<file path="src/rtl/dcd_params.svh">
`ifndef DCD_PARAMS_SVH
`define DCD_PARAMS_SVH

// register byte offsets
`define DCD_OFS_CH2_CODE 8'h00
`define DCD_OFS_CH3_CODE 8'h04
`define DCD_OFS_CTRL 8'h08
`define DCD_OFS_STOP 8'h0C
`define DCD_OFS_STATUS 8'h10

// control field positions
`define DCD_CTRL_OE3_BIT 7
`define DCD_CTRL_OE2_BIT 6
`define DCD_CTRL_JE_BIT 5
`define DCD_CTRL_RSVD_VAL 5'h1F

// status field positions
`define DCD_STAT_VALID2_BIT 0
`define DCD_STAT_VALID3_BIT 1
`define DCD_STAT_BUSY2_BIT 2
`define DCD_STAT_BUSY3_BIT 3
`define DCD_STAT_CONV2_BIT 4
`define DCD_STAT_CONV3_BIT 5
`define DCD_STAT_STBY_BIT 6

// reset values
`define DCD_CODE_RESET 8'h00
`define DCD_OE_RESET 1'b0
`define DCD_JE_RESET 1'b0
`define DCD_STOP_RESET 1'b1

// bus constants
`define DCD_HSIZE_WORD 3'h2
`define DCD_ADDR_W 8

// timing
`define DCD_CLK_PERIOD_NS 50
`define DCD_CONV_TIME_NS 10000
`define DCD_CONV_CYCLES (`DCD_CONV_TIME_NS / `DCD_CLK_PERIOD_NS)
`define DCD_CNT_W 8

`endif

</file>
<file path="src/rtl/dcd_pkg.sv">
package dcd_pkg;

  typedef enum logic [2:0] {
    st_idle = 3'h1,
    st_conv = 3'h2,
    st_hold = 3'h4
  } dcd_conv_state_t;

  typedef enum logic [2:0] {
    ph_idle = 3'h1,
    ph_write = 3'h2,
    ph_read = 3'h4
  } dcd_bus_phase_t;

endpackage

</file>
<file path="src/rtl/dcd_conv_timer.sv">
`timescale 1ns/1ps
`include "dcd_params.svh"

module dcd_conv_timer #(
  parameter int CYCLES = `DCD_CONV_CYCLES
)
(
  input wire logic clk_in,
  input wire logic rst_in,
  input wire logic run_in,
  input wire logic restart_in,
  input wire logic freeze_in,
  output logic busy_out,
  output logic valid_out
);

  localparam int W = `DCD_CNT_W;
  localparam logic [W-1:0] LOAD = W'(CYCLES - 1);

  dcd_pkg::dcd_conv_state_t state_r;
  dcd_pkg::dcd_conv_state_t state_nxt;
  logic [W-1:0] cnt_r;
  logic [W-1:0] cnt_nxt;

  ////////////////////////////////////////////////////////////////////////
  always_comb
  begin
    state_nxt = state_r;
    cnt_nxt = cnt_r;
    if (!freeze_in)
    begin
      unique case (state_r)
        dcd_pkg::st_idle:
        begin
          if (run_in)
          begin
            state_nxt = dcd_pkg::st_conv;
            cnt_nxt = LOAD;
          end
        end
        dcd_pkg::st_conv:
        begin
          if (!run_in)
            state_nxt = dcd_pkg::st_idle;
          else if (restart_in)
            cnt_nxt = LOAD;
          else if (cnt_r == '0)
            state_nxt = dcd_pkg::st_hold;
          else
            cnt_nxt = cnt_r - 1'b1;
        end
        dcd_pkg::st_hold:
        begin
          if (!run_in)
            state_nxt = dcd_pkg::st_idle;
          else if (restart_in)
          begin
            state_nxt = dcd_pkg::st_conv;
            cnt_nxt = LOAD;
          end
        end
        default:
          state_nxt = dcd_pkg::st_idle;
      endcase
    end
  end

  always_ff @(posedge clk_in or posedge rst_in)
  begin
    if (rst_in)
    begin
      state_r <= dcd_pkg::st_idle;
      cnt_r <= '0;
    end
    else
    begin
      state_r <= state_nxt;
      cnt_r <= cnt_nxt;
    end
  end

  assign busy_out = (state_r == dcd_pkg::st_conv);
  assign valid_out = (state_r == dcd_pkg::st_hold);

endmodule

</file>
<file path="src/rtl/dcd_dac_ctrl.sv">
`timescale 1ns/1ps
`include "dcd_params.svh"

// Contract
// - two 8-bit read/write channel code registers
// - enabled channel converts its code continuously
// - bit 7 enables channel 3, resets 0
// - bit 6 enables channel 2, resets 0
// - bit 5 ties conversions together, resets 0
// - output gated by own enable bit, valid result and module stop
// - independent mode: convert only enabled channels
// - joint mode: channel 2 enable starts both
// - bits 4 to 0 read one, ignore writes
// - enabling starts conversion, result after delay
// - result holds until rewrite or disable
// - code rewrite restarts conversion at once; a rewrite during standby does not restart the timer
// - raw 8-bit code goes to converter
// - module stop halts converter after reset
// - standby holds output while conversion enabled

module dcd_dac_ctrl (
  input wire logic mclk_in,
  input wire logic rst_in,
  input wire logic hsel_in,
  input wire logic [31:0] haddr_in,
  input wire logic [1:0] htrans_in,
  input wire logic hwrite_in,
  input wire logic [2:0] hsize_in,
  input wire logic [31:0] hwdata_in,
  input wire logic hready_in,
  output logic [31:0] hrdata_out,
  output logic hreadyout_out,
  output logic hresp_out,
  input wire logic standby_in,
  output logic [7:0] ch2_code_out,
  output logic [7:0] ch3_code_out,
  output logic ch2_conv_en_out,
  output logic ch3_conv_en_out,
  output logic ch2_analog_en_out,
  output logic ch3_analog_en_out,
  output logic ch2_valid_out,
  output logic ch3_valid_out
);

  localparam int AW = `DCD_ADDR_W;

  ////////////////////////////////////////////////////////////////////////
  // bus phase tracking

  dcd_pkg::dcd_bus_phase_t phase_r;
  dcd_pkg::dcd_bus_phase_t phase_nxt;
  logic [AW-1:0] addr_r;
  logic word_r;
  logic [31:0] hrdata_r;
  logic hreadyout_r;
  logic hresp_r;

  wire addr_take;
  wire take_write;
  wire take_read;

  assign addr_take = hsel_in & htrans_in[1] & hready_in;
  assign take_write = addr_take & hwrite_in;
  assign take_read = addr_take & ~hwrite_in;

  always_comb
  begin
    phase_nxt = dcd_pkg::ph_idle;
    if (take_write)
      phase_nxt = dcd_pkg::ph_write;
    else if (take_read)
      phase_nxt = dcd_pkg::ph_read;
  end

  always_ff @(posedge mclk_in or posedge rst_in)
  begin
    if (rst_in)
    begin
      phase_r <= dcd_pkg::ph_idle;
      addr_r <= '0;
      word_r <= 1'b0;
    end
    else
    begin
      phase_r <= phase_nxt;
      if (addr_take)
      begin
        addr_r <= haddr_in[AW-1:0];
        word_r <= (hsize_in == `DCD_HSIZE_WORD);
      end
    end
  end

  ////////////////////////////////////////////////////////////////////////
  // register decode

  logic oe2_r;
  logic oe3_r;
  logic je_r;
  logic stop_r;
  logic [7:0] code_r [2];

  wire wr_go;
  wire hit_ch2;
  wire hit_ch3;
  wire hit_ctrl;
  wire hit_stop;
  wire hit_stat;
  wire wr_ctrl;
  wire wr_stop;
  wire [1:0] wr_code;

  assign hit_ch2 = (addr_r == `DCD_OFS_CH2_CODE);
  assign hit_ch3 = (addr_r == `DCD_OFS_CH3_CODE);
  assign hit_ctrl = (addr_r == `DCD_OFS_CTRL);
  assign hit_stop = (addr_r == `DCD_OFS_STOP);
  assign hit_stat = (addr_r == `DCD_OFS_STATUS);

  // stopped module ignores all writes but the stop register
  assign wr_go = (phase_r == dcd_pkg::ph_write) & word_r;
  assign wr_code[0] = wr_go & hit_ch2 & ~stop_r;
  assign wr_code[1] = wr_go & hit_ch3 & ~stop_r;
  assign wr_ctrl = wr_go & hit_ctrl & ~stop_r;
  assign wr_stop = wr_go & hit_stop;

  ////////////////////////////////////////////////////////////////////////
  // control and stop registers

  always_ff @(posedge mclk_in or posedge rst_in)
  begin
    if (rst_in)
    begin
      oe3_r <= `DCD_OE_RESET;
      oe2_r <= `DCD_OE_RESET;
      je_r <= `DCD_JE_RESET;
    end
    else if (wr_ctrl)
    begin
      oe3_r <= hwdata_in[`DCD_CTRL_OE3_BIT];
      oe2_r <= hwdata_in[`DCD_CTRL_OE2_BIT];
      je_r <= hwdata_in[`DCD_CTRL_JE_BIT];
    end
  end

  always_ff @(posedge mclk_in or posedge rst_in)
  begin
    if (rst_in)
      stop_r <= `DCD_STOP_RESET;
    else if (wr_stop)
      stop_r <= hwdata_in[0];
  end

  ////////////////////////////////////////////////////////////////////////
  // conversion enables

  wire any_oe;
  wire [1:0] oe;
  wire [1:0] conv_en;

  assign oe[0] = oe2_r;
  assign oe[1] = oe3_r;
  assign any_oe = oe2_r | oe3_r;

  // joint mode with channel 3 enable set is treated as both running
  assign conv_en[0] = ~stop_r & (je_r ? any_oe : oe2_r);
  assign conv_en[1] = ~stop_r & (je_r ? any_oe : oe3_r);

  ////////////////////////////////////////////////////////////////////////
  // per-channel code, timer and converter drive

  wire [1:0] busy;
  wire [1:0] valid;
  logic [7:0] code_out_r [2];
  logic [1:0] conv_en_out_r;
  logic [1:0] analog_en_r;
  logic [1:0] valid_out_r;

  for (genvar i = 0; i < 2; i++)
  begin : g_chan
    always_ff @(posedge mclk_in or posedge rst_in)
    begin
      if (rst_in)
        code_r[i] <= `DCD_CODE_RESET;
      else if (wr_code[i])
        code_r[i] <= hwdata_in[7:0];
    end

    dcd_conv_timer u_timer (
      .clk_in(mclk_in),
      .rst_in(rst_in),
      .run_in(conv_en[i]),
      .restart_in(wr_code[i]),
      .freeze_in(standby_in),
      .busy_out(busy[i]),
      .valid_out(valid[i])
    );

    // standby freezes the drive at its present value
    always_ff @(posedge mclk_in or posedge rst_in)
    begin
      if (rst_in)
      begin
        code_out_r[i] <= `DCD_CODE_RESET;
        conv_en_out_r[i] <= 1'b0;
        analog_en_r[i] <= 1'b0;
        valid_out_r[i] <= 1'b0;
      end
      else if (!standby_in)
      begin
        code_out_r[i] <= code_r[i];
        conv_en_out_r[i] <= conv_en[i];
        analog_en_r[i] <= oe[i] & valid[i] & ~stop_r;
        valid_out_r[i] <= valid[i];
      end
    end
  end

  assign ch2_code_out = code_out_r[0];
  assign ch3_code_out = code_out_r[1];
  assign ch2_conv_en_out = conv_en_out_r[0];
  assign ch3_conv_en_out = conv_en_out_r[1];
  assign ch2_analog_en_out = analog_en_r[0];
  assign ch3_analog_en_out = analog_en_r[1];
  assign ch2_valid_out = valid_out_r[0];
  assign ch3_valid_out = valid_out_r[1];

  ////////////////////////////////////////////////////////////////////////
  // read path

  wire [7:0] ctrl_rd;
  wire [7:0] stat_rd;
  wire [31:0] rd_live;
  wire [31:0] rd_value;

  assign ctrl_rd = {oe3_r, oe2_r, je_r, `DCD_CTRL_RSVD_VAL};

  assign stat_rd[`DCD_STAT_VALID2_BIT] = valid[0];
  assign stat_rd[`DCD_STAT_VALID3_BIT] = valid[1];
  assign stat_rd[`DCD_STAT_BUSY2_BIT] = busy[0];
  assign stat_rd[`DCD_STAT_BUSY3_BIT] = busy[1];
  assign stat_rd[`DCD_STAT_CONV2_BIT] = conv_en[0];
  assign stat_rd[`DCD_STAT_CONV3_BIT] = conv_en[1];
  assign stat_rd[`DCD_STAT_STBY_BIT] = standby_in;
  assign stat_rd[7] = 1'b0;

  assign rd_live = hit_ch2 ? {24'h000000, code_r[0]} :
                   hit_ch3 ? {24'h000000, code_r[1]} :
                   hit_ctrl ? {24'h000000, ctrl_rd} :
                   hit_stat ? {24'h000000, stat_rd} :
                   32'h00000000;

  // only the stop register answers while stopped
  assign rd_value = hit_stop ? {31'h00000000, stop_r} :
                    (stop_r ? 32'h00000000 : rd_live);

  // reads take one wait state so a write just before is seen
  always_ff @(posedge mclk_in or posedge rst_in)
  begin
    if (rst_in)
    begin
      hrdata_r <= 32'h00000000;
      hreadyout_r <= 1'b1;
      hresp_r <= 1'b0;
    end
    else
    begin
      hresp_r <= 1'b0;
      if (take_read)
        hreadyout_r <= 1'b0;
      else if (phase_r == dcd_pkg::ph_read)
      begin
        hreadyout_r <= 1'b1;
        hrdata_r <= rd_value;
      end
    end
  end

  assign hrdata_out = hrdata_r;
  assign hreadyout_out = hreadyout_r;
  assign hresp_out = hresp_r;

endmodule

</file>
<file path="config.mk">
export PLATFORM = sky130hd
export DESIGN_NAME = dcd_dac_ctrl
export DESIGN_NICKNAME = d
export VERILOG_FILES = /design/src/rtl/dcd_pkg.sv /design/src/rtl/dcd_conv_timer.sv /design/src/rtl/dcd_dac_ctrl.sv
export VERILOG_INCLUDE_DIRS = /design/src /design/src/rtl
export SDC_FILE = /design/constraint.sdc
export NUM_CORES = 1
export LEC_CHECK = 0
export ABC_AREA = 1
export BUFFER_PORTS_ARGS = -buffer_cell sky130_fd_sc_hd__buf_4
export CAP_MARGIN = 20
export CORE_UTILIZATION = 52
export CTS_CLUSTER_SIZE = 28
export DETAILED_ROUTE_END_ITERATION = 10
export GPL_TIMING_DRIVEN = 0
export MAX_ROUTING_LAYER = met4
export PLACE_DENSITY_LB_ADDON = 0.3
export SYNTH_ARGS = -nofsm -noshare
export SYNTH_HDL_FRONTEND = slang
export SYNTH_SLANG_ARGS = --single-unit
export TNS_END_PERCENT = 30
</file>
<file path="constraint.sdc">
create_clock -name mclk_in -period 2.8 [get_ports mclk_in]
set_input_delay 0.42 -clock mclk_in [delete_from_list [all_inputs] [get_ports mclk_in]]
set_output_delay 0.42 -clock mclk_in [all_outputs]
set_load 0.05 [all_outputs]
</file>
==> Word-level counts from Yosys, hierarchy flattened <==
Cells that the tools add are included.
{ "op_classes": {"n_bitwise": 23, "n_mux": 40, "reduce_logical": 11, "eq_ne": 29, "add_sub_neg": 2} }
{ "op_table": {"columns": ["operator", "n"], "rows": [
  ["two-way mux 8 bit", 17],
  ["case mux 8 bit (3 select lines)", 2],
  ["two-way mux 3 bit", 14],
  ["zero test 8 bit", 3],
  ["AND 1 bit", 18],
  ["!= test 3 bit, second input constant", 6],
  ["case mux 3 bit (3 select lines)", 2],
  ["== test 8 x 4 -> 1 bit, second input constant", 2],
  ["!= test 2 x 1 -> 1 bit, second input constant", 8],
  ["subtractor 8 x 1 -> 8 bit, second input constant", 2],
  ["AND reduction 7 bit", 2],
  ["== test 3 x 2 -> 1 bit, second input constant", 4],
  ["AND reduction 5 bit", 2],
  ["== test 3 bit, second input constant", 3],
  ["== test 8 x 3 -> 1 bit, second input constant", 1],
  ["== test 8 x 5 -> 1 bit, second input constant", 1],
  ["two-way mux 7 bit", 1],
  ["== test 3 x 1 -> 1 bit, second input constant", 2],
  ["!= test 3 x 2 -> 1 bit, second input constant", 2],
  ["nonzero test 3 bit", 2],
  ["two-way mux 1 bit", 4],
  ["NOT 1 bit", 4],
  ["AND reduction 2 bit", 1],
  ["nonzero test 2 bit", 1],
  ["bitwise OR 1 bit", 1]
]} }
{ "word_totals": {"input_bits": 75, "out_inout_bits": 56, "word_cells": 128, "register_bits": 109} }

==> Logic depth before layout (Yosys ltp) <==
{ "logic_depth": {"depth_word": 9, "mapped_depth": 10, "mapped_depth_nobuf": 9} }

==> Cells and area by module <==
Synthesis repeated with hierarchy kept, for this count alone.
{ "unflattened": {"hier_cells": 611, "area_unflattened_um2": 4769.6} }
{ "by_module_without_submodules": {"columns": ["module", "seq_area_each_um2", "cells_per_inst", "instances", "area_each_um2"], "rows": [
  ["dcd_dac_ctrl", 1580.3, 345, 1, 2962.8],
  ["dcd_conv_timer", 276.5, 133, 2, 903.4]
]} }

==> Worst setup path before layout <==
Ideal clock, no wire load.
{ "synth_path": {"path_type": "register -> register", "start": "reg g_chan[1].u_timer.state_r[0]", "end": "reg g_chan[1].u_timer.cnt_r[0]", "setup_time_ns": 0.065, "path_stages_with_launch": 9, "required_time_ns": 2.735, "period_less_slack_ns": 1.434, "n_path_buf": 0, "t_arrival_ns": 1.369, "setup_slack_ns": 1.366, "path_cell_list": "dfstp_2 > inv_1 > nor3_1 > nor2_1 > nor2_4 > nand2_2 > nor2_4 > nand2_1 > nand2_1"} }
{ "synth_via": {"elab_chain_cells": 3, "elab_cells_between_ends": 11, "cone_classes": "8 x eq/ne; 1 x mux; 2 x reduce/logical"} }
{ "synth_rtl": {"columns": ["item", "line_no", "text"], "rows": [
  ["start, declared", "dcd_conv_timer.sv:20", "dcd_pkg::dcd_conv_state_t state_r;"],
  ["start signal, assigned", "dcd_conv_timer.sv:72", "state_r <= dcd_pkg::st_idle;"],
  ["start signal, assigned", "dcd_conv_timer.sv:77", "state_r <= state_nxt;"],
  ["== test 3 x 2 -> 1 bit (tied with other cells)", "dcd_conv_timer.sv:32", "unique case (state_r)"],
  ["!= test 3 x 2 -> 1 bit (no line) (tied with other cells)", null, null],
  ["AND reduction 7 bit (no line)", null, null],
  ["end signal, assigned", "dcd_conv_timer.sv:78", "cnt_r <= cnt_nxt;"],
  ["end, declared", "dcd_conv_timer.sv:22", "logic [W-1:0] cnt_r;"]
]} }
Several ways; a longest one is shown, not always the timed one.
A chain may end at the register's enable or synchronous reset.

==> Worst setup path in the final report <==
{ "layout_path": {"start": "reg addr_r[0]", "end": "reg g_chan[0].u_timer.cnt_r[4]"} }
{ "layout_via": {"elab_chain_cells": 6, "elab_cells_between_ends": 9, "cone_classes": "2 x eq/ne; 3 x mux; 2 x bitwise; 2 x reduce/logical"} }
{ "layout_rtl": {"columns": ["item", "line_no", "text"], "rows": [
  ["start, declared", "dcd_dac_ctrl.sv:52", "logic [AW-1:0] addr_r;"],
  ["start signal, assigned", "dcd_dac_ctrl.sv:88", "addr_r <= haddr_in[AW-1:0];"],
  ["zero test 8 bit (no line) (*)", null, null],
  ["AND 1 bit (*) (2 in series)", "dcd_dac_ctrl.sv:121", "assign wr_code[0] = wr_go & hit_ch2 & ~stop_r;"],
  ["two-way mux 8 bit", "dcd_conv_timer.sv:45", "else if (restart_in)"],
  ["two-way mux 8 bit", "dcd_conv_timer.sv:43", "if (!run_in)"],
  ["case mux 8 bit (3 select lines)", "dcd_conv_timer.sv:32", null],
  ["end signal, assigned", "dcd_conv_timer.sv:78", null],
  ["end, declared", "dcd_conv_timer.sv:22", null]
]} }
Mark *: on every way between the ends. The rest lies on a longest branch, timed or not. The select of a mux whose other input is x is not followed.

==> flow_summary_export.csv <==
group,metric,value,unit
pwr,switching_share,31.6,%
floorplan,initial_core_util,54.2,%
routing,wl,10300,microns
sta,drv_slew,0,
floorplan,die-area,9020,sq um
finish,fin_nets,746,
pwr,total_power,3.09,mW
routing,drc,0,
synth,synth_top_area_share,44.5,%
synth,syn_area,4490,sq um
pwr,power_frac_comb,22.1,%
grt,gr-usage-all-layers,26.0,%
worst_setup_path,path_class,"flip-flop to flip-flop",
hold_path,hp-class,"primary input to async pin",
place,dp_slack,0.998,ns
sta,max_freq,517,MHz
sta,fin_worst_skew,0.00904,ns
finish,n_antenna_cell,0,
routing,drtAntennaViolNets,0,
clocking,clkSinkCount,85,
status,outcome,"finished, final reports clean",
routing,routedWlPerCell,13.2,microns
worst_setup_path,crit_arrival,2.19,ns
synth,async_reset_ff_share,100,%
grt,grt-ovfl-total,0,
finish,fill_cells,748,
synth,synth_flop_cell,"dfrtp_1",
sta,setup_tns,0,ns
grt,grt_pass1_wl,17500,microns
worst_setup_path,cp-start-kind,"flip-flop",
worst_setup_path,path_max_fanout,8,
pwr,p_per_area,573,nW/um^2
floorplan,pin_count,131,
place,dp_hpwl,7680,microns
worst_setup_path,endpoint_kind,"flip-flop",
grt,grt_max_degree,54,
clocking,cts_resized,0,
worst_setup_path,cpPeakStageDelay,0.47,ns
synth,synth_warnings,0,
worst_setup_path,slowest_stage,"nor3_1",
clocking,clkLatencyLatePin,0.36,ns
synth,synth_cell_type_count,33,
routing,via_per_inst,5.05,
clocking,clk_pin_slew,0.09,ns
clocking,cts_tree,"done",
synth,synthCells,576,
synth,synth-seq-cells,85,
clocking,cts_root_buf,"clkbuf_8",
clocking,holdBufCountCts,0,
synth,synth_most_common_cell,"nand2_1",
routing,firstDrtPassIters,5,
finish,drive_gt1_share,20.8,%
clocking,postCtsSetupBuffers,0,
pwr,total_leakage_power,2.97,nW
pwr,seqPwrFrac,44.0,%
worst_setup_path,cpMostUsedCell,"nand2_1",
grt,antenna_found_initial,0,
synth,synth_largest_area_cell,"dfrtp_1",
floorplan,die_w,95.0,microns
sta,fin_crit_sh,69.1,%
grt,grt_pass1_vias,3806,
sta,setup_ws,0.866,ns
sta,max_slew_margin,62.5,%
pwr,switchingPower,0.978,mW
routing,drtIter0Drc,270,
sta,rsz0062_at_grt,"no",
synth,synth_commonest_cells,"nand2_1 (193), dfrtp_1 (80), inv_1 (54), o21ai_0 (50), nand3_1 (45)",
floorplan,dieHeight,95.0,microns
place,gp_congestion,0.977,
clocking,h-tree-depth,3,
pwr,vdd.ir_drop.worst,0.000354,V
routing,num_vias,3922,
synth,ys_top_cells_by_area,"dfrtp_1 (45%), nand2_1 (16%), o21ai_0 (5.6%)",
synth,yosysSeqAreaShare,47.5,%
synth,synth_edf_count,0,
floorplan,coreArea,8300,sq um
sta,setup_violations,0,
worst_setup_path,worstPathCellList,"inv_1 > nand2_1 > nor2_2 > nand2_1 > nor3_1 > nor3_1 > nand2_1 > nand2_1",
sta,worst_pin_slew,0.557,ns
worst_setup_path,worstPathRequired,3.06,ns
clocking,cts-buffers-inserted,9,
synth,syn_avg_cell_area,7.80,sq um
floorplan,rows,33,
flow_run,drv_cap,0,
place,port_buffers,55,
clocking,cts_buffer_depth,2,
finish,syn2layout_area_growth,20.1,%
pwr,p_int,2.12,mW
sta,hold_viol_final,0,
pwr,pwr-share-clk,33.9,%
sta,min_period,1.93,ns
critical path, delay by kind of cell (launching register included):
family	cells	cell delay (ns)
AND/OR/NAND/NOR	7	1.36
flip-flops	1	0.39
buffers and inverters	1	0.08
stage by stage:
stage	hold slack [ns]	instance area, sq um	cells	util, %
after detailed placement	0.456	5160	761	62.2
after global routing	0.0977	5400	777	65.0
after floorplan	0.443	4580	600	-
after CTS	0.0840	5400	777	65.0
after global placement	0.456	5130	760	61.8
final	0.0676	5400	777	65.0
cells in the final DEF (no fill, tap or decap), types with 2 or more instances in the layout:
master	Yosys	layout
clkbuf_1	8	9
buf_6	2	2
xnor2_1	3	3
nor2_1	32	32
dfstp_2	5	5
inv_1	54	53
a21oi_1	8	8
nand2_1	193	193
nor2_4	7	7
o21ai_1	4	4
buf_4	25	80
nor3_1	10	10
nand3_1	45	45
bufinv_16	0	3
clkbuf_8	0	9
o21ai_0	50	50
inv_2	4	4
dfrtp_1	80	80
xor2_1	3	3
nand4_1	9	9
nand3_2	5	5
nand2_2	12	12
conb_1	1	25
ha_1	4	4
inv_4	1	2
nor2_2	2	2
worst paths after layout:
check | start | to | slack, ns | cells past startpoint
setup / recovery | addr_r[0] | g_chan[0].u_timer.cnt_r[4] | 0.87 | 8
hold / removal | rst_in | ch2_code_out[2] | 0.07 | 2
setup reg to reg | addr_r[0] | g_chan[0].u_timer.cnt_r[4] | 0.87 | 8
hold reg to reg | g_chan[1].u_timer.state_r[0] | g_chan[1].u_timer.state_r[0] | 0.46 | 2
max in group asynchronous | rst_in | g_chan[1].u_timer.state_r[0] | 2.08 | 3
min in group mclk_in | hwrite_in | phase_r[2] | 0.24 | 2
routing by layer:
layer	vias up	global-route usage [%]	wire length, microns
li1	1959	-	-
met1	1846	32.2	4480
met4	0	8.71	194
met3	18	3.46	420
met5	-	-	0
met2	99	44.1	5190
logic make-up (layout without fill, tap and decap cells):
logic type	count (synthesis)	after routing	synth area share, %
other	1	25	0.0834
XOR/XNOR	6	6	1.17
flip-flops	85	85	47.5
AND/OR/NAND/NOR	319	319	32.0
adder cells (fa/ha/maj)	4	4	1.11
buffers and inverters	95	167	10.4
AO/OA/AOI/OAI	66	66	7.74
state kept, by name (all words and copies together) (netlist names), 3 cells and up:
register                count
code_r                     16
g_chan.u_timer.cnt_r       16
addr_r                      8
ch2_code_out                8
ch3_code_out                8
hrdata_out                  8
g_chan.u_timer.state_r      6
phase_r                     3
power by group through the flow:
stage	Combinational [mW]	Sequential, mW	Clock, mW
after CTS	0.685	1.36	1.06
after global placement	0.653	1.38	0
final	0.684	1.36	1.05
after detailed placement	0.679	1.38	0
after global routing	0.755	1.37	1.11
after floorplan	0.454	1.45	0
final cells by class:
class / instances / area, sq um / share of cell area (%)
Clock buffer: 10 / 128 / 2.36
Sequential cell: 85 / 2130 / 39.5
Inverter: 59 / 226 / 4.20
Multi-Input combinational cell: 420 / 1980 / 36.7
Timing Repair Buffer: 56 / 440 / 8.16
Buffer: 36 / 245 / 4.54
Tap cell: 105 / 131 / 2.43
Clock inverter: 6 / 111 / 2.06
No activity file was read; power rests on OpenSTA's default activity.
